### src/include/mcr_params.svh
/*
  Register offsets, field positions, reset values and timing counts of the monitor configuration registers.
  Assumes inclusion by bare name from files that need these constants.
*/
`ifndef MCR_PARAMS_SVH
`define MCR_PARAMS_SVH

`define MCR_OFF_TEST_EN        8'h6F
`define MCR_OFF_R1_OFFSET      8'h70
`define MCR_OFF_LOC_OFFSET     8'h71
`define MCR_OFF_R2_OFFSET      8'h72
`define MCR_OFF_CFG_TWO        8'h73
`define MCR_OFF_LOCK_CTRL      8'h78
`define MCR_OFF_CFG_FIVE       8'h7C
`define MCR_OFF_CFG_FOUR       8'h7D
`define MCR_OFF_CHAN_SEL       8'h55
`define MCR_OFF_SEQ_STATUS     8'h79

`define MCR_RST_BYTE           8'h00
`define MCR_TEST_BIT           0
`define MCR_PRES_BIT           0
`define MCR_AVG_BIT            4
`define MCR_ATTENUATOR_BYPASS_BIT           5
`define MCR_SINGLE_CHANNEL_CONVERT_BIT           6
`define MCR_RES_BIT            7
`define MCR_LOCK_BIT           1
`define MCR_RANGE_BIT          1
`define MCR_CFG_TWO_WMASK      8'h71
`define MCR_NUM_CH             3'h7

`define MCR_DWELL_AVG          8'hFF
`define MCR_DWELL_FAST         8'h0F

`endif

### src/include/mcr_pkg.sv
/*
  Types shared by the monitor configuration register files.
  Assumes mcr_params.svh is on the include path.
*/
`default_nettype none
package mcr_pkg;
  typedef enum logic [2:0] {
    MCR_IDLE  = 3'b001,
    MCR_ACK   = 3'b010,
    MCR_HOLD  = 3'b100
  } mcr_bus_state_t;

  typedef struct packed {
    mcr_bus_state_t bus_state;
    logic           map_hit;
    logic [7:0]     rdata;
    logic [7:0]     test_en;
    logic [7:0]     r1_offset;
    logic [7:0]     loc_offset;
    logic [7:0]     r2_offset;
    logic [7:0]     cfg_two;
    logic [7:0]     cfg_four;
    logic [7:0]     cfg_five;
    logic [7:0]     lock_ctrl;
    logic [7:0]     chan_sel;
  } mcr_state_t;

  typedef struct packed {
    logic [2:0] channel;
    logic [7:0] dwell;
  } mcr_seq_state_t;
endpackage : mcr_pkg
`default_nettype wire

### src/include/mcr_cfg_if.sv
/*
  Configuration carrier from the register bank to the conversion sequencer.
  Assumes one clock domain shared by both ends.
*/
`default_nettype none
interface mcr_cfg_if;
  logic       single_channel_convert;
  logic       averaging_off;
  logic [2:0] selected_channel;
  logic [2:0] active_channel;
  logic       conversion_done;
  modport bank (output single_channel_convert, output averaging_off, output selected_channel,
                input active_channel, input conversion_done);
  modport seq  (input single_channel_convert, input averaging_off, input selected_channel,
                output active_channel, output conversion_done);
endinterface : mcr_cfg_if
`default_nettype wire

### src/rtl/mcr_bank.sv
/*
  Configuration and test register bank of a thermal and voltage monitor, as a classic Wishbone slave.
  Assumes an 8-bit register map on byte addresses, synchronous inputs and one 100 MHz clock.
*/
// Design decision made here: the Wishbone interface to the registers.
// Contract
// - Test enable bit 0 enters logic tree test mode; clearing it leaves.
// - Lock bit set makes test enable, offsets and config two read-only.
// - Each offset register is added to its channel's temperature result.
// - Config five bit 1 selects offset range and resolution.
// - Presence enable bit 0 lets bits three to one report four-wire fans.
// - Bits one to three are read-only, one when a four-wire fan found.
// - Config two bit 4 disables averaging, conversion sixteen times faster.
// - Config two bit 5 bypasses attenuators on four voltage inputs together.
// - Config four bits seven to four bypass attenuators per channel.
// - Config two bit 6 selects single-channel continuous conversion.
// - Single channel chosen by bits seven to five of the selector register.
`include "mcr_params.svh"
`default_nettype none
module mcr_bank
  import mcr_pkg::*;
(
  // Clock and reset.
  input  wire logic       CORE_CLK,
  input  wire logic       RST,
  // Wishbone slave.
  input  wire logic       CYC_I,
  input  wire logic       STB_I,
  input  wire logic       WE_I,
  input  wire logic [7:0] ADR_I,
  input  wire logic [3:0] SEL_I,
  input  wire logic [31:0] DAT_I,
  output logic [31:0]     DAT_O,
  output logic            ACK_O,
  output logic            ERR_O,
  // Fan presence detectors per speed input.
  input  wire logic [2:0] FOUR_WIRE_FOUND,
  // Raw temperature results: remote one, local, remote two.
  input  wire logic [7:0] RAW_TEMP_R1,
  input  wire logic [7:0] RAW_TEMP_LOC,
  input  wire logic [7:0] RAW_TEMP_R2,
  // Corrected temperature results.
  output logic [7:0]      ADJ_TEMP_R1,
  output logic [7:0]      ADJ_TEMP_LOC,
  output logic [7:0]      ADJ_TEMP_R2,
  // Analog front-end controls.
  output logic            LOGIC_TREE_TEST_MODE,
  output logic [3:0]      ATTENUATOR_BYPASS,
  output logic            AVERAGING_OFF,
  output logic            SINGLE_CHANNEL_CONVERT,
  output logic [2:0]      ACTIVE_CHANNEL,
  output logic            CONVERSION_DONE
);
  mcr_state_t  st_reg;
  mcr_state_t  st_next;
  localparam mcr_state_t ST_RESET = '{bus_state: MCR_IDLE, default: '0};
  mcr_cfg_if   cfg ();
  logic        req;
  logic        wr;
  logic        locked;
  logic        mapped;
  logic [7:0]  wbyte;
  logic [7:0]  cfg_two_view;
  logic [7:0]  raw_t    [3];
  logic [7:0]  offs     [3];
  logic [7:0]  adj_t    [3];

  assign req    = CYC_I && STB_I && (st_reg.bus_state == MCR_IDLE);
  // A write lands at the edge where the master samples the answer, while its request still stands.
  assign wr     = CYC_I && STB_I && WE_I && SEL_I[0] && (st_reg.bus_state == MCR_ACK);
  assign wbyte  = DAT_I[7:0];
  assign locked = st_reg.lock_ctrl[`MCR_LOCK_BIT];

  always_comb begin
    case (ADR_I)
      `MCR_OFF_TEST_EN, `MCR_OFF_R1_OFFSET, `MCR_OFF_LOC_OFFSET, `MCR_OFF_R2_OFFSET,
      `MCR_OFF_CFG_TWO, `MCR_OFF_LOCK_CTRL, `MCR_OFF_CFG_FIVE, `MCR_OFF_CFG_FOUR,
      `MCR_OFF_CHAN_SEL, `MCR_OFF_SEQ_STATUS: mapped = 1'b1;
      default: mapped = 1'b0;
    endcase
  end

  // Detector bits only report while presence detection is enabled.
  assign cfg_two_view = {st_reg.cfg_two[7:4],
                         st_reg.cfg_two[`MCR_PRES_BIT] ? FOUR_WIRE_FOUND : 3'h0,
                         st_reg.cfg_two[`MCR_PRES_BIT]};

  always_comb begin
    st_next = st_reg;
    case (st_reg.bus_state)
      MCR_IDLE: begin
        if (req) begin
          st_next.bus_state = MCR_ACK;
          st_next.map_hit   = mapped;
          st_next.rdata     = 8'h00;
          if (!WE_I) begin
            case (ADR_I)
              `MCR_OFF_TEST_EN:    st_next.rdata = st_reg.test_en;
              `MCR_OFF_R1_OFFSET:  st_next.rdata = st_reg.r1_offset;
              `MCR_OFF_LOC_OFFSET: st_next.rdata = st_reg.loc_offset;
              `MCR_OFF_R2_OFFSET:  st_next.rdata = st_reg.r2_offset;
              `MCR_OFF_CFG_TWO:    st_next.rdata = cfg_two_view;
              `MCR_OFF_LOCK_CTRL:  st_next.rdata = st_reg.lock_ctrl;
              `MCR_OFF_CFG_FIVE:   st_next.rdata = st_reg.cfg_five;
              `MCR_OFF_CFG_FOUR:   st_next.rdata = st_reg.cfg_four;
              `MCR_OFF_CHAN_SEL:   st_next.rdata = st_reg.chan_sel;
              `MCR_OFF_SEQ_STATUS: st_next.rdata = {4'h0, cfg.conversion_done, cfg.active_channel};
              default:             st_next.rdata = 8'h00;
            endcase
          end
        end
      end
      MCR_ACK: begin
        st_next.bus_state = MCR_HOLD;
        if (wr) begin
            case (ADR_I)
              // A locked register keeps its value; the access is still acknowledged.
              `MCR_OFF_TEST_EN: begin
                if (!locked) begin
                  st_next.test_en = wbyte;
                end
              end
              `MCR_OFF_R1_OFFSET: begin
                if (!locked) begin
                  st_next.r1_offset = wbyte;
                end
              end
              `MCR_OFF_LOC_OFFSET: begin
                if (!locked) begin
                  st_next.loc_offset = wbyte;
                end
              end
              `MCR_OFF_R2_OFFSET: begin
                if (!locked) begin
                  st_next.r2_offset = wbyte;
                end
              end
              `MCR_OFF_CFG_TWO: begin
                // Detector bits are read-only and never stored.
                if (!locked) begin
                  st_next.cfg_two = wbyte & `MCR_CFG_TWO_WMASK;
                  st_next.cfg_two[`MCR_RES_BIT] = wbyte[`MCR_RES_BIT];
                end
              end
              `MCR_OFF_LOCK_CTRL: begin
                // Once set, lock holds until reset.
                st_next.lock_ctrl = wbyte | (st_reg.lock_ctrl & 8'h02);
              end
              `MCR_OFF_CFG_FIVE:   st_next.cfg_five = wbyte;
              `MCR_OFF_CFG_FOUR:   st_next.cfg_four = wbyte;
              `MCR_OFF_CHAN_SEL:   st_next.chan_sel = wbyte;
              default: begin
              end
            endcase
        end
      end
      MCR_HOLD: begin
        // Wait for the master to release so one request never answers twice.
        if (!(CYC_I && STB_I)) begin
          st_next.bus_state = MCR_IDLE;
        end
      end
      default: begin
        st_next.bus_state = MCR_IDLE;
      end
    endcase
  end

  always_ff @(posedge CORE_CLK) begin
    if (RST) begin
      st_reg <= ST_RESET;
    end else begin
      st_reg <= st_next;
    end
  end

  // The address decode is kept from the taking edge, so the answer never depends on a moving address.
  assign ACK_O = (st_reg.bus_state == MCR_ACK) && st_reg.map_hit;
  assign ERR_O = (st_reg.bus_state == MCR_ACK) && !st_reg.map_hit;
  assign DAT_O = {24'h000000, st_reg.rdata};

  assign raw_t[0] = RAW_TEMP_R1;
  assign raw_t[1] = RAW_TEMP_LOC;
  assign raw_t[2] = RAW_TEMP_R2;
  assign offs[0]  = st_reg.r1_offset;
  assign offs[1]  = st_reg.loc_offset;
  assign offs[2]  = st_reg.r2_offset;

  // Offset is signed; range bit chooses 1 degree steps or half degree steps.
  genvar gi;
  generate
    for (gi = 0; gi < 3; gi++) begin : g_offset
      logic [7:0] scaled;
      assign scaled = st_reg.cfg_five[`MCR_RANGE_BIT] ? {offs[gi][7], offs[gi][7:1]} : offs[gi];
      assign adj_t[gi] = raw_t[gi] + scaled;
    end
  endgenerate

  assign ADJ_TEMP_R1  = adj_t[0];
  assign ADJ_TEMP_LOC = adj_t[1];
  assign ADJ_TEMP_R2  = adj_t[2];

  assign LOGIC_TREE_TEST_MODE = st_reg.test_en[`MCR_TEST_BIT];
  // Global bypass ORs with per-channel bits.
  assign ATTENUATOR_BYPASS = {4{st_reg.cfg_two[`MCR_ATTENUATOR_BYPASS_BIT]}} | st_reg.cfg_four[7:4];
  assign AVERAGING_OFF          = st_reg.cfg_two[`MCR_AVG_BIT];
  assign SINGLE_CHANNEL_CONVERT = st_reg.cfg_two[`MCR_SINGLE_CHANNEL_CONVERT_BIT];

  assign cfg.single_channel_convert = st_reg.cfg_two[`MCR_SINGLE_CHANNEL_CONVERT_BIT];
  assign cfg.averaging_off          = st_reg.cfg_two[`MCR_AVG_BIT];
  assign cfg.selected_channel       = st_reg.chan_sel[7:5];

  mcr_sequencer u_seq (
    .clk (CORE_CLK),
    .rst (RST),
    .cfg (cfg)
  );

  assign ACTIVE_CHANNEL  = cfg.active_channel;
  assign CONVERSION_DONE = cfg.conversion_done;
endmodule : mcr_bank
`default_nettype wire

### src/rtl/mcr_sequencer.sv
/*
  Conversion sequencer: round robin over inputs or dwell on one selected input.
  Assumes the register bank drives its configuration through mcr_cfg_if.
*/
`include "mcr_params.svh"
`default_nettype none
module mcr_sequencer
  import mcr_pkg::*;
(
  // Clock and reset.
  input  wire logic clk,
  input  wire logic rst,
  // Configuration.
  mcr_cfg_if.seq    cfg
);
  mcr_seq_state_t s_reg;
  mcr_seq_state_t s_next;
  logic [7:0]     dwell_len;

  // Without averaging each slot is sixteen times shorter.
  assign dwell_len = cfg.averaging_off ? `MCR_DWELL_FAST : `MCR_DWELL_AVG;

  always_comb begin
    s_next = s_reg;
    if (s_reg.dwell >= dwell_len) begin
      s_next.dwell = 8'h00;
      if (cfg.single_channel_convert) begin
        s_next.channel = cfg.selected_channel;
      end else if (s_reg.channel == `MCR_NUM_CH) begin
        s_next.channel = 3'h0;
      end else begin
        s_next.channel = s_reg.channel + 3'h1;
      end
    end else begin
      s_next.dwell = s_reg.dwell + 8'h01;
    end
  end

  always_ff @(posedge clk) begin
    if (rst) begin
      s_reg <= '0;
    end else begin
      s_reg <= s_next;
    end
  end

  assign cfg.active_channel  = s_reg.channel;
  assign cfg.conversion_done = (s_reg.dwell >= dwell_len);
endmodule : mcr_sequencer
`default_nettype wire

### config.mk
export PLATFORM = sky130hd
export DESIGN_NAME = mcr_bank
export DESIGN_NICKNAME = d
export VERILOG_FILES = /design/src/include/mcr_pkg.sv /design/src/include/mcr_cfg_if.sv /design/src/rtl/mcr_bank.sv /design/src/rtl/mcr_sequencer.sv
export VERILOG_INCLUDE_DIRS = /design/src /design/src/include
export SDC_FILE = /design/constraint.sdc
export NUM_CORES = 1
export LEC_CHECK = 0
export ABC_AREA = 1
export BUFFER_PORTS_ARGS = -buffer_cell sky130_fd_sc_hd__buf_2
export CAP_MARGIN = 25
export CORE_ASPECT_RATIO = 0.5
export CORE_MARGIN = 4
export CORE_UTILIZATION = 54
export CTS_BUF_LIST = sky130_fd_sc_hd__clkbuf_16
export CTS_CLUSTER_DIAMETER = 30
export DETAILED_ROUTE_END_ITERATION = 6
export PLACE_DENSITY = 0.81
export SLEW_MARGIN = 0
export SYNTH_ARGS = -nofsm -noshare
export SYNTH_HDL_FRONTEND = slang
export SYNTH_SLANG_ARGS = --single-unit
### constraint.sdc
create_clock -name CORE_CLK -period 3.8 [get_ports CORE_CLK]
set_clock_uncertainty 0.2 [all_clocks]
set_input_delay 0.57 -clock CORE_CLK [delete_from_list [all_inputs] [get_ports CORE_CLK]]
set_output_delay 0.57 -clock CORE_CLK [all_outputs]
set_load 0.02 [all_outputs]
; Word-level counts from Yosys, hierarchy flattened
; Cells that the tools add are included.
[op_classes]
mux = 13
n_lt_le_gt_ge = 1
n_reduce_logical = 21
bitwise = 3
n_addsub = 5
n_eq_ne = 16
[op_table]
columns = op, count
row1 = $eq A8 B7 Y1 const B, 10
row2 = $pmux W8 S10, 1
row3 = $add A8 B8 Y8, 3
row4 = $mux W7, 3
row5 = $reduce_and A4 Y1, 5
row6 = $mux W8, 2
row7 = $mux W12, 1
row8 = $mux W3, 4
row9 = $reduce_and A3 Y1, 4
row10 = $reduce_or A10 Y1, 1
row11 = $pmux W3 S3, 1
row12 = $add A8 B1 Y8 const B, 1
row13 = $ge A8 B8 Y1, 1
row14 = $or A8 B2 Y8, 1
row15 = $logic_and A1 B1 Y1, 7
row16 = $eq A3 B3 Y1 const B, 2
row17 = $ne A2 B2 Y1 const B, 2
row18 = $or A4 B4 Y4, 1
row19 = $reduce_and A2 Y1, 2
row20 = $add A3 B1 Y3 const B, 1
row21 = $eq A3 B1 Y1 const B, 1
row22 = $eq A3 B2 Y1 const B, 1
row23 = $reduce_or A2 Y1, 1
row24 = $logic_not A1 Y1, 1
row25 = other kinds (2), 2
[totals]
in_bits = 76
reg_bits = 92
wordCells = 73

; Depth between registers and ports, before layout
[logic_depth]
ltp_word = 6
ltp_mapped = 12

; By module
; From an unflattened synthesis, not the netlist that was laid out.
[hier_totals]
cells_unflattened = 807
hier_area_um2 = 5744.3
[by_module_without_submodules]
columns = mod, area_each_um2, seq_area_each_um2, instances, cells_each
row1 = mcr_bank, 5062.4, 1621.6, 1, 714
row2 = mcr_sequencer, 681.9, 220.2, 1, 93

; Least setup slack after synthesis
; Ideal clock, no wire load.
[synth_timing]
path_kind = register to output
startpoint = register st_reg[17] (netlist name)
endpoint = output port ADJ_TEMP_LOC[6]
slack_ps = 662
path_buffers = 2
arrival_time_ps = 2368
stages_incl_launch_ff = 13
path_cell_list = dfxtp_1 -> clkbuf_1 -> clkbuf_1 -> nand2_1 -> o21ai_0 -> ha_1 -> inv_1 -> fa_1 -> o21ai_0 -> a21oi_1 -> nor2_1 -> nor2_1 -> xnor2_1
[synth_via]
elab_chain_len = 2
[synth_lines]
columns = element, line
row1 = "start, declared", mcr_bank.sv:54  ; mcr_state_t st_reg;
row2 = "start signal, assigned", mcr_bank.sv:173  ; st_reg <= st_next;
row3 = $mux W7, mcr_bank.sv:194  ; assign scaled = st_reg.cfg_five[`MCR_RANGE_BIT] ? {offs[gi][7], offs[gi][7:1]} : offs[gi];
row4 = $add A8 B8 Y8, mcr_bank.sv:195  ; assign adj_t[gi] = raw_t[gi] + scaled;
row5 = "end, declared", mcr_bank.sv:44  ; output logic [7:0] ADJ_TEMP_LOC,
; Every way passes these cells.

; Worst setup path in the final report
; Same ends and word-level chain as after synthesis.

==> qor.csv <==
stage;metric;value;unit
synth;post-synthesis mux area share;0;%
floorplan;die area;0.0120;mm^2
final_layout;final net count;960;
clock_tree;Clk pin slew, worst setup/hold paths;0.06;ns
clock_tree;CTS tree;yes;
timing;final period utilization;90.5;%
final_layout;share of cells above drive strength 1;17.1;%
critical_path;CP Data Required Time;3.03;ns
clock_tree;H-tree lvl count;3;
clock_tree;Bufs on Longest Clock Path;2;
timing;final hold violations;0;
floorplan;Initial Utilization;56.9;%
synth;area of the mapped netlist;0.00554;mm^2
clock_tree;Worst-Skew Late Latency;0.35;ns
flow_run;max cap viols;0;
synth;Synth Area in Adders;7.41;%
placement;Final GP Congestion;0.886;
routing;residual DRC count;0;
critical_path;worst setup path class;flop to output port;
routing;Via Count;5387;
timing;Worst Tran Pin Value;0.612;ns
timing;Max Freq;0.291;GHz
timing;setup slack after layout;0.360;ns
final_layout;area delta synth->final;11.9;%
global_route;vias in the first global route;4671;
floorplan;Die Y;79.6;um
routing;DR vias/cell;5.42;
synth;XOR/XNOR Fraction of Synth Area;3.80;%
synth;Mapped Cells;781;
critical_path;CP startpoint kind;flop;
clock_tree;CTS hold repair buffers;0;
timing;setup TNS;0;ns
global_route;antenna violations before repair;0;
hold_path;HP Class;flop to flop;
floorplan;chip width;151;um
synth;Synth Area in Simple Gates;23.9;%
final_layout;max FFs per register;39;
synth;unique cell type count in the Yosys netlist;36;
routing;WL final;14.5;mm
timing;final setup violation count;0;
global_route;first-pass GRT wire length;22.5;mm
placement;pre-CTS WS;0.444;ns
synth;Post-synth ARST share;0;%
placement;hpwl dp;10.8;mm
timing;headroom to the max-slew limit;59.1;%
routing;first-pass iteration count of the detailed router;7;
synth;Syn. warnings;0;
critical_path;R2R Setup Slk;1.74;ns
synth;Synth Area in Compound Gates;19.3;%
critical_path;Arr. time, crit path;2.67;ns
global_route;grt ovf;0;
floorplan;IO Count;145;
timing;Final Max Tran Viols;0;
power_and_ir_drop;P per Cell Area;330;mW/mm^2
synth;post-synthesis sequential area ratio;33.3;%
synth;Post-synth EDFFs;0;
power_and_ir_drop;worst vdd ir;0.193;mV
run_status;status;completed;
floorplan;# rows;25;
synth;synthesized area per cell;7.09;um^2
clock_tree;CTS Buf Count;9;
routing;ANT nets after route;0;
placement;IO Port Bufs;93;
routing;Routed WL per cell;14.6;um
floorplan;core area;0.00973;mm^2
timing;RSZ-0062 raised after global routing;false;
timing;Final Critical Period;3.44;ns
critical_path;worst-path fanout max;17;
synth;main flop type after synthesis;dfxtp_1;
clock_tree;clk sink count;92;
synth;largest family of logic cells by synthesized area;simple AND/OR/NAND/NOR gates;
final_layout;ANT cells;0;
global_route;pin count of the biggest net entering global routing;71;
routing;DRT iter0 DRCs;475;
clock_tree;root buf cell;clkbuf_16;
critical_path;crit end category;output port;
synth;Synth Register Bits;92;
global_route;GRT Util Overall;23.9;%
power_and_ir_drop;Leak;2.96;nW
==> cell usage in the layout (no fill, tap or decap), drive strengths merged <==
master / Yosys / routed
nor3b: 2 / 2
nand3b: 8 / 8
nand3: 43 / 43
a21oi: 104 / 104
o21ai: 102 / 102
bufinv: 0 / 1
xor2: 17 / 17
fa: 3 / 3
ha: 28 / 28
or2: 5 / 5
clkinvlp: 0 / 1
nand2: 156 / 156
a31oi: 1 / 1
nor2: 59 / 59
dfxtp: 92 / 92
nand4: 8 / 8
nor3: 5 / 5
a311oi: 1 / 1
o211ai: 3 / 3
inv: 74 / 75
clkinv: 3 / 7
clkbuf: 13 / 9
buf: 46 / 97
conb: 1 / 24
xnor2: 7 / 7
==> final timing paths <==
check,cells past startpoint,from,to
setup / recovery,9,st_reg[17]$_SDFFE_PP0P_,ADJ_TEMP_LOC[6]
hold / removal,1,u_seq.s_reg[0]$_SDFF_PP0_,u_seq.s_reg[0]$_SDFF_PP0_
setup reg to reg,9,AVERAGING_OFF$_SDFFE_PP0P_,DAT_O[3]$_SDFFE_PP0P_
hold reg to reg,1,u_seq.s_reg[0]$_SDFF_PP0_,u_seq.s_reg[0]$_SDFF_PP0_
==> synth_stat cells (2+ instances only) <==
cell      number  area, um^2
inv_1         66         248
nor3_2         2        20.0
dfxtp_1       92        1840
nor3b_1        2        15.0
o21ai_0       98         490
buf_4         40         300
fa_1           3        60.1
o21ai_1        4        20.0
a21oi_1      104         521
ha_1          28         350
nor3_1         2        10.0
or2_2          5        31.3
inv_2          8        30.0
nand2_1      149         559
nor2_1        49         184
nand2_2        6        37.5
nor2_4         7        78.8
clkinv_2       2        10.0
xor2_1        17         149
o211ai_1       3        22.5
buf_2          5        25.0
nand4_1        8        50.1
nor2_2         2        12.5
nand3b_1       8        60.1
nand3_1       42         210
xnor2_1        7        61.3
clkbuf_1      13        48.8
==> through the flow <==
step                      area, um^2  cells  utilization [%]  hold WS [ns]  power (mW)
after floorplan                 5620    804                -         0.218        1.13
after global placement          5900    977             60.7         0.227        1.17
after detailed placement        5900    977             60.7         0.237        1.17
after CTS                       6190    993             63.7         0.249        2.05
after global routing            6200    993             63.7         0.269        2.11
final                           6200    993             63.7         0.247        2.04
==> kinds of logic after synthesis <==
logic type	Yosys count
and+or+nand+nor	286
xor gates and xnor gates	24
AOI/OAI and AO/OA	211
buffers and inverters	136
DFF	92
adders and majority gates	31
other	1
==> critical path: stages (launching register included) <==
cell     delay, ns
dfxtp_2       0.54
buf_4         0.24
o21ai_0       0.16
fa_1          0.47
o21ai_0       0.33
a21oi_1       0.11
nor2_1        0.10
nor2_1        0.06
xnor2_1       0.13
buf_2         0.18
==> per-layer routing <==
metal / up-vias / GRT usage [%] / wire, um
met2: 273 / 35.5 / 5880
met3: 25 / 7.15 / 1600
li1: 2667 / - / -
met5: - / 0 / 0
met1: 2422 / 33.2 / 6720
met4: 0 / 7.59 / 281
==> power breakdown <==
part	leakage, nW	switching (mW)	internal (mW)	total [mW]
Clock	0.139	0.384	0.507	0.891
Combinational	2.08	0.130	0.0532	0.184
Sequential	0.742	0.00223	0.968	0.970
==> layout make-up <==
cell class	instances	area, um^2
clock buffers	9	225
fillers	862	3530
multi-input cells	576	3110
inverters	77	292
flip-flops and latches	92	1840
well taps	135	169
clock inverters	7	66.3
repair buffers	97	495
==> timing repair <==
action | 4_1_cts | 5_1_grt
setup endpoints to repair | 0 | 3
gates resized for setup | 0 | 1
setup buffers | 0 | 0
Note: power is estimated with default switching activity, not from simulation.
